--- src/dpw_defs.svh ---
`ifndef DPW_DEFS_SVH
`define DPW_DEFS_SVH
// ----------------------------------------
// Output port decode
// ----------------------------------------
`define DPW_PORT_ADDR 16'h4100
`define DPW_NOOP_IDX 3'h7
`define DPW_NUM_OUT 7
// ----------------------------------------
// Pattern buffer paging
// ----------------------------------------
`define DPW_PAGE_BITS 8
`define DPW_PAGE_ZERO 8'h00
// ----------------------------------------
// Serial clock timing
// ----------------------------------------
`define DPW_CLK_HZ 50000000
`define DPW_BASE_HZ 19200
`define DPW_MULT_2 2
`define DPW_MULT_4 4
`define DPW_MULT_8 8
`define DPW_ACC_W 27
`endif

--- src/dpw_pkg.sv ---
package dpw_pkg;
	// Serial clock multiplier of the base rate
	typedef enum logic [1:0] {DPW_X2, DPW_X4, DPW_X8} dpw_rate_t;
endpackage

--- src/dpw_buf2.sv ---
`timescale 1ns/1ns
`default_nettype none
// ----------------------------------------
// Two-entry buffer between fetch and port
// ----------------------------------------
module dpw_buf2
#(
	parameter int WIDTH = 24
)
(
	// Clock and reset
	input wire logic ref_clk,
	input wire logic sys_rst,
	// Fill side
	input wire logic in_valid,
	output logic in_ready,
	input wire logic [WIDTH-1:0] in_data,
	// Drain side
	output logic out_valid,
	input wire logic out_ready,
	output logic [WIDTH-1:0] out_data
);
	typedef struct packed
	{
		logic [1:0][WIDTH-1:0] mem;
		logic wr;
		logic rd;
		logic [1:0] cnt;
	} dpw_buf_t;

	dpw_buf_t st;
	dpw_buf_t next_st;
	logic push;
	logic pop;

	// Handshakes from fill level
	assign in_ready = (st.cnt != 2'h2);
	assign out_valid = (st.cnt != 2'h0);
	assign out_data = st.mem[st.rd];
	assign push = in_valid && in_ready;
	assign pop = out_valid && out_ready;

	// Next state
	always_comb
	begin
		next_st = st;
		if (push)
		begin
			next_st.mem[st.wr] = in_data;
			next_st.wr = ~st.wr;
		end
		if (pop)
			next_st.rd = ~st.rd;
		if (push && !pop)
			next_st.cnt = st.cnt + 2'h1;
		else if (pop && !push)
			next_st.cnt = st.cnt - 2'h1;
	end

	// State register
	always_ff @(posedge ref_clk)
	begin
		if (sys_rst)
			st <= '0;
		else
			st <= next_st;
	end
endmodule
`default_nettype wire

--- src/dpw_top.sv ---
// Notes on behaviour
// RULE1: Byte low nibble selects output 0 to 6
// RULE2: Bit 0 is new level of output
// RULE3: 0x01/0x00 drive output 0, 0x03/0x02 output 1
// RULE4: Byte 0x0E changes no output
// RULE5: Pattern bytes go to port 0x4100
// RULE6: One byte transfer per request falling edge
// RULE7: Serial clock output feeds transfer request
// RULE8: Each step holds one byte per channel
// RULE9: Steps repeat per period, setting duty
// RULE10: Exhausted count stops transfers, no reload
// RULE11: Refresh rewinds counter and source address
// RULE12: Rewind stays in phase with waveform
// RULE13: Refresh often enough that count never empties
// RULE14: Serial clock is 19.2 kHz times 2, 4, 8
// RULE15: Buffer starts on 256-byte page, sized in pages
// RULE16: Separate overflow area counted in pages
// RULE17: Default transfer clock 76,800 Hz
// RULE18: Duty change moves only that channel's edges
// RULE19: Second buffer for all-or-none changes
// RULE20: Transfer rate is channels times freq times steps
// RULE21: Outputs hold level between edge bytes
`timescale 1ns/1ns
`default_nettype none
`include "dpw_defs.svh"
module dpw_top
	import dpw_pkg::*;
#(
	parameter int PAGE_W = 12,
	parameter int SIZE_W = 8
)
(
	// Clock and reset
	input wire logic ref_clk,
	input wire logic sys_rst,
	// Serial clock and request pin
	input wire dpw_rate_t rate_sel,
	output logic serial_port_clock_out,
	input wire logic dma_channel_request,
	// Transfer control
	input wire logic start,
	input wire logic [PAGE_W-1:0] start_page,
	input wire logic [SIZE_W-1:0] size_pages,
	input wire logic [SIZE_W-1:0] ovf_pages,
	input wire logic [15:0] dest_addr,
	input wire logic rewind,
	input wire logic [PAGE_W+7:0] rewind_addr,
	input wire logic [SIZE_W+8:0] rewind_count,
	output logic running,
	output logic [SIZE_W+8:0] remain,
	output logic done,
	// Pattern memory
	output logic mem_rd,
	output logic [PAGE_W+7:0] mem_addr,
	input wire logic [7:0] mem_data,
	// Output port
	input wire logic port_hold,
	output logic [`DPW_NUM_OUT-1:0] hc_out
);
	localparam int ADDR_W = PAGE_W + 8;
	localparam int CNT_W = SIZE_W + 9;
	localparam logic [`DPW_ACC_W-1:0] CLK_HZ = `DPW_ACC_W'(`DPW_CLK_HZ);

	typedef struct packed
	{
		logic [2:0] sync;
		logic req_lvl;
		logic pend;
		logic fetch;
		logic run;
		logic [ADDR_W-1:0] addr;
		logic [CNT_W-1:0] cnt;
		logic [`DPW_ACC_W-1:0] acc;
		logic sclk;
		logic [`DPW_NUM_OUT-1:0] hc;
		logic done;
	} dpw_state_t;

	dpw_state_t st;
	dpw_state_t next_st;
	logic fall;
	logic wrap;
	logic [`DPW_ACC_W-1:0] inc;
	logic buf_ready;
	logic buf_valid;
	logic [23:0] buf_data;
	logic accept;
	logic hit;
	logic [2:0] sel;
	logic level;

	// Half-period step per cycle for a multiplier
	function automatic logic [`DPW_ACC_W-1:0] rate_inc(dpw_rate_t r);
		int m;
		m = `DPW_MULT_2;
		unique case (r)
			DPW_X2: m = `DPW_MULT_2;
			DPW_X4: m = `DPW_MULT_4;
			DPW_X8: m = `DPW_MULT_8;
			default: m = `DPW_MULT_2;
		endcase
		return `DPW_ACC_W'(2 * `DPW_BASE_HZ * m);
	endfunction

	// Fractional divider and request edge detection
	assign inc = rate_inc(rate_sel); // [RULE14]
	assign wrap = (st.acc + inc) >= CLK_HZ;
	assign fall = (st.sync[1] == st.sync[2]) && !st.sync[2] && st.req_lvl;

	// Port decode of buffered writes
	assign hit = buf_data[23:8] == `DPW_PORT_ADDR; // [RULE5]
	assign sel = buf_data[3:1]; // [RULE1]
	assign level = buf_data[0]; // [RULE2]
	assign accept = buf_valid && !port_hold;

	// Outputs from state
	assign serial_port_clock_out = st.sclk; // [RULE7]
	assign running = st.run;
	assign remain = st.cnt;
	assign done = st.done;
	assign mem_rd = st.fetch;
	assign mem_addr = st.addr;
	assign hc_out = st.hc;

	// Next state
	always_comb
	begin
		next_st = st;
		next_st.done = 1'b0;
		next_st.fetch = 1'b0;
		next_st.sync = {st.sync[1:0], dma_channel_request};
		if (st.sync[1] == st.sync[2])
			next_st.req_lvl = st.sync[2];
		// Serial clock toggles on accumulator wrap
		if (wrap)
		begin
			next_st.acc = st.acc + inc - CLK_HZ; // [RULE14]
			next_st.sclk = ~st.sclk;
		end
		else
			next_st.acc = st.acc + inc;
		// Issue a pending fetch; a new edge in that cycle still arms
		if (st.pend && !st.fetch && buf_ready && st.cnt != '0)
		begin
			next_st.pend = 1'b0;
			next_st.fetch = 1'b1;
		end
		// One fetch per request falling edge, set wins
		if (fall && st.run)
			next_st.pend = 1'b1; // [RULE6]
		// Advance after the memory read
		if (st.fetch)
		begin
			next_st.addr = st.addr + ADDR_W'(1);
			next_st.cnt = st.cnt - CNT_W'(1);
			if (st.cnt == CNT_W'(1))
			begin
				next_st.run = 1'b0; // [RULE10]
				next_st.pend = 1'b0;
				next_st.done = 1'b1;
			end
		end
		// Start at a page boundary, main plus overflow
		if (start)
		begin
			next_st.run = 1'b1;
			next_st.addr = {start_page, `DPW_PAGE_ZERO}; // [RULE15]
			next_st.cnt = {(SIZE_W+1)'(size_pages) + (SIZE_W+1)'(ovf_pages),
				8'h00}; // [RULE16]
			next_st.pend = 1'b0;
		end
		else if (rewind && st.run)
		begin
			next_st.addr = rewind_addr;
			next_st.cnt = rewind_count;
		end
		// Edge bytes drive one output, no-op keeps all
		if (accept && hit && sel != `DPW_NOOP_IDX) // [RULE4]
			next_st.hc[sel] = level; // [RULE3] [RULE21]
	end

	// State register
	always_ff @(posedge ref_clk)
	begin
		if (sys_rst)
			st <= '0;
		else
			st <= next_st;
	end

	// Buffer between memory fetch and port
	dpw_buf2 #(.WIDTH(24)) u_buf
	(
		.ref_clk(ref_clk),
		.sys_rst(sys_rst),
		.in_valid(st.fetch),
		.in_ready(buf_ready),
		.in_data({dest_addr, mem_data}),
		.out_valid(buf_valid),
		.out_ready(!port_hold),
		.out_data(buf_data)
	);
endmodule
`default_nettype wire

--- config.mk ---
export PLATFORM = sky130hd
export DESIGN_NAME = dpw_top
export DESIGN_NICKNAME = d
export VERILOG_FILES = /design/src/dpw_pkg.sv /design/src/dpw_buf2.sv /design/src/dpw_top.sv
export VERILOG_INCLUDE_DIRS = /design/src
export SDC_FILE = /design/constraint.sdc
export NUM_CORES = 1
export LEC_CHECK = 0
export ABC_AREA = 1
export BUFFER_PORTS_ARGS = -buffer_cell sky130_fd_sc_hd__buf_2
export CAP_MARGIN = 30
export CELL_PAD_IN_SITES_DETAIL_PLACEMENT = 0
export CELL_PAD_IN_SITES_GLOBAL_PLACEMENT = 1
export CORE_MARGIN = 8
export CORE_UTILIZATION = 40
export DETAILED_ROUTE_END_ITERATION = 8
export PLACE_DENSITY_LB_ADDON = 0.1
export SLEW_MARGIN = 0
export SYNTH_ARGS = -nofsm -noshare
export SYNTH_HDL_FRONTEND = slang
export SYNTH_SLANG_ARGS = --single-unit
export TNS_END_PERCENT = 5
--- constraint.sdc ---
create_clock -name ref_clk -period 10.44 [get_ports ref_clk]
set_clock_uncertainty 0.1 [all_clocks]
set_input_delay 2.61 -clock ref_clk [delete_from_list [all_inputs] [get_ports ref_clk]]
set_output_delay 2.61 -clock ref_clk [all_outputs]
set_load 0.05 [all_outputs]
==> impl_metrics.yaml <==
clocking:
  cts_tree: "done"
  ctsResizeCount: 0
  post_cts_buffers: 0
  cts_buffers: 17
  postCtsHoldBufs: 0
  cts.clk_slew.worst_paths_ps: 60
  h-tree-depth: 4
  clk_path_buf_depth: 2
  root_buffer: "clkbuf_16"
  clock_latency_ps: 410
  clock_sinks: 117
final_layout:
  drive_gt1_frac: 0.1754
  nets: 1359
  area_growth_pct: 15.61
  layout_commonest_cell: "nand2_1"
  seqCellArea_um2: 2342
  multi_input_area_um2: 4100
  diodes: 0
  nFillCells: 2007
  layout_common_cells: "nand2_1, inv_1, buf_2"
placement:
  numPortBuffers: 140
  dpl.hpwl_um: 16180
  gp_congestion: 0.8174
sta:
  period_share: 0.5461
  slew_viol_final: 0
  min_period_ps: 5701
  tns_ps: 0
  worstMarginPinSlew_ps: 984.0
  hold_viol_final: 0
  hold_ws_ps: 323.8
  relSlewSlack: 0.3416
  setup_viol: 0
  max_freq_ghz: 0.1754
  rsz0062_at_grt: "no"
status:
  status: "finished, final reports clean"
global_routing:
  antenna_found_initial: 1
  grt_pass1_vias: 7120
  grtUsageTotal: 0.1845
  grt_overflow: 0
  grt_pass1_wl_um: 36140
  grt_start_max_net_pins: 63
synth:
  synthesis.area_um2: 7567
  synth.avg_cell_area_um2: 6.597
  synth-seq-area-share: 0.3095
  synthFlopType: "dfxtp_1"
  synth_cell_types: 47
  netlist_instances: 1147
  synthArstFlopShare: 0
  yosysWarnings: 0
  synthesis.nets: 1276
  synth-edff-count: 0
  synth_seq_cells: 117
worst_setup_path:
  required_ps: 10680
  end_kind: "flop"
  startpoint_type: "primary input"
  cp_slowest_cell: "clkinv_1"
  cp_common_cell: "inv_1"
  crit_family: "buffers and inverters"
  arrival_ps: 5940
  worst_path_largest_cell_delay_ps: 740
  crit_fanout: 55
  crit_buf_inv: 5
  critical_path_class: "primary input to flop"
  path_cells: "buf_2 -> nand2_2 -> buf_4 -> clkinv_1 -> nor2_1 -> nand2_1 -> inv_1 -> a22o_1 -> inv_1 -> a21oi_1"
floorplan:
  pin_count: 145
  core_um2: 18640
  initial_utilization: 0.4059
  die_y_um: 153.5
  rows: 50
  die_w_um: 153.5
  dieArea_um2: 23580
drt:
  drtPass1Iterations: 5
  drt_iter0_drc: 359
  wl_per_cell_um: 14.65
  drc_errors: 0
  wirelength_um: 21650
  vias: 7321
  viasPerCell: 4.957
  drtAntennaViolNets: 0
flow_run:
  max_cap_violations: 0
hold_path:
  hold_path.class: "flop to flop"
pwr:
  power_leakage_nw: 4.047
  ir_drop_uv: 118.1
  power_density_nw_per_um2: 170.9
final timing paths:
| check | cells after the start | end | slack (ps) | start |
|---|---|---|---|---|
| hold / removal | 2 | next_st[79] | 320 | next_st[78] |
| setup / recovery | 10 | mem_addr[15] | 4740 | rewind |
| setup reg to reg | 9 | mem_addr[15] | 6640 | running |
| hold reg to reg | 2 | next_st[79] | 320 | next_st[78] |
cell usage after synthesis (2+ instances only):
| master | n | area (um2) |
|---|---|---|
| o221ai_1 | 3 | 26.28 |
| fa_1 | 2 | 40.04 |
| o21a_1 | 2 | 15.01 |
| or2_2 | 3 | 18.77 |
| o21ai_0 | 90 | 450.4 |
| nand3b_1 | 5 | 37.54 |
| buf_4 | 44 | 330.3 |
| nor2_2 | 7 | 43.79 |
| nor3_1 | 17 | 85.08 |
| a21oi_1 | 88 | 440.4 |
| a311oi_1 | 5 | 43.79 |
| nor2_1 | 107 | 401.6 |
| a21oi_2 | 3 | 26.28 |
| dfxtp_1 | 117 | 2342 |
| clkinv_1 | 2 | 7.510 |
| xor2_1 | 13 | 113.9 |
| nand2_2 | 15 | 93.84 |
| nand2_1 | 230 | 863.3 |
| nand2_4 | 2 | 22.52 |
| clkbuf_1 | 31 | 116.4 |
| nor4_1 | 2 | 12.51 |
| nand3_2 | 2 | 20.02 |
| inv_1 | 158 | 593.1 |
| xnor2_1 | 6 | 52.55 |
| o211ai_1 | 16 | 120.1 |
| ha_1 | 30 | 375.4 |
| nand4_1 | 18 | 112.6 |
| a22o_1 | 2 | 17.52 |
| or2_1 | 2 | 12.51 |
| buf_6 | 4 | 45.04 |
| o21bai_1 | 6 | 45.04 |
| a31oi_1 | 15 | 93.84 |
| nand3_1 | 75 | 375.4 |
| nor3b_1 | 2 | 15.01 |
| inv_2 | 7 | 26.28 |
| a221oi_1 | 2 | 17.52 |
| o21ai_1 | 4 | 20.02 |
routing by layer:
layer  up-vias  global-route usage  part of all wire
met5         -                   0           0.00055
met3        18             0.03756             0.037
li1       3880                   -                 -
met2       136              0.3000              0.46
met4         2             0.04293            0.0080
met1      3285              0.2464              0.49
state kept, by name (all words and copies together) (netlist names):
register	cells
u_buf.st	44
serial_port_clock_out	1
remain	17
next_st	2
done	1
running	1
hc_out	7
mem_addr	20
mem_rd	1
st	23
worst register-to-register path, cell delays in order, from the launching register on:
cell      delay, ps
dfxtp_1         370
nand2_2          70
buf_4           460
clkinv_1        760
nor2_1          510
nand2_1         520
inv_1           560
a22o_1          200
inv_1            40
a21oi_1         130
logic make-up after synthesis:
| kind of cell | share of synthesized area |
|---|---|
| DFF | 0.3095 |
| and+or+nand+nor | 0.2803 |
| buffers and inverters | 0.1490 |
| AOI/OAI and AO/OA | 0.1807 |
| xor gates and xnor gates | 0.02563 |
| adders and majority gates | 0.05489 |
report_power, final:
group          switching [W]  internal, W  total, W
Combinational       0.000258     0.000123  0.000382
Clock               0.000234     0.000389  0.000623
Sequential         0.0000206     0.000469  0.000490
stage by stage:
stage               setup slack [ps]  area (um2)  total power [W]  std cells  utilization
floorplan                       5256        7567        0.0007930       1147            -
global placement                4341        8093        0.0008822       1444       0.4341
detailed placement              4322        8093        0.0008814       1444       0.4341
CTS                             4754        8721         0.001512       1476       0.4678
global route                    4464        8748         0.001582       1477       0.4693
finish                          4739        8748         0.001495       1477       0.4693
final cells by class:
class,count,share of cell area
clock inverter,14,0.02160
sequential,117,0.2677
clock buffer,18,0.05020
inverter,167,0.07165
timing repair buffer,145,0.08667
multi-input combinational,782,0.4687
tap,234,0.03347
No activity file was read; power rests on OpenSTA's default activity.
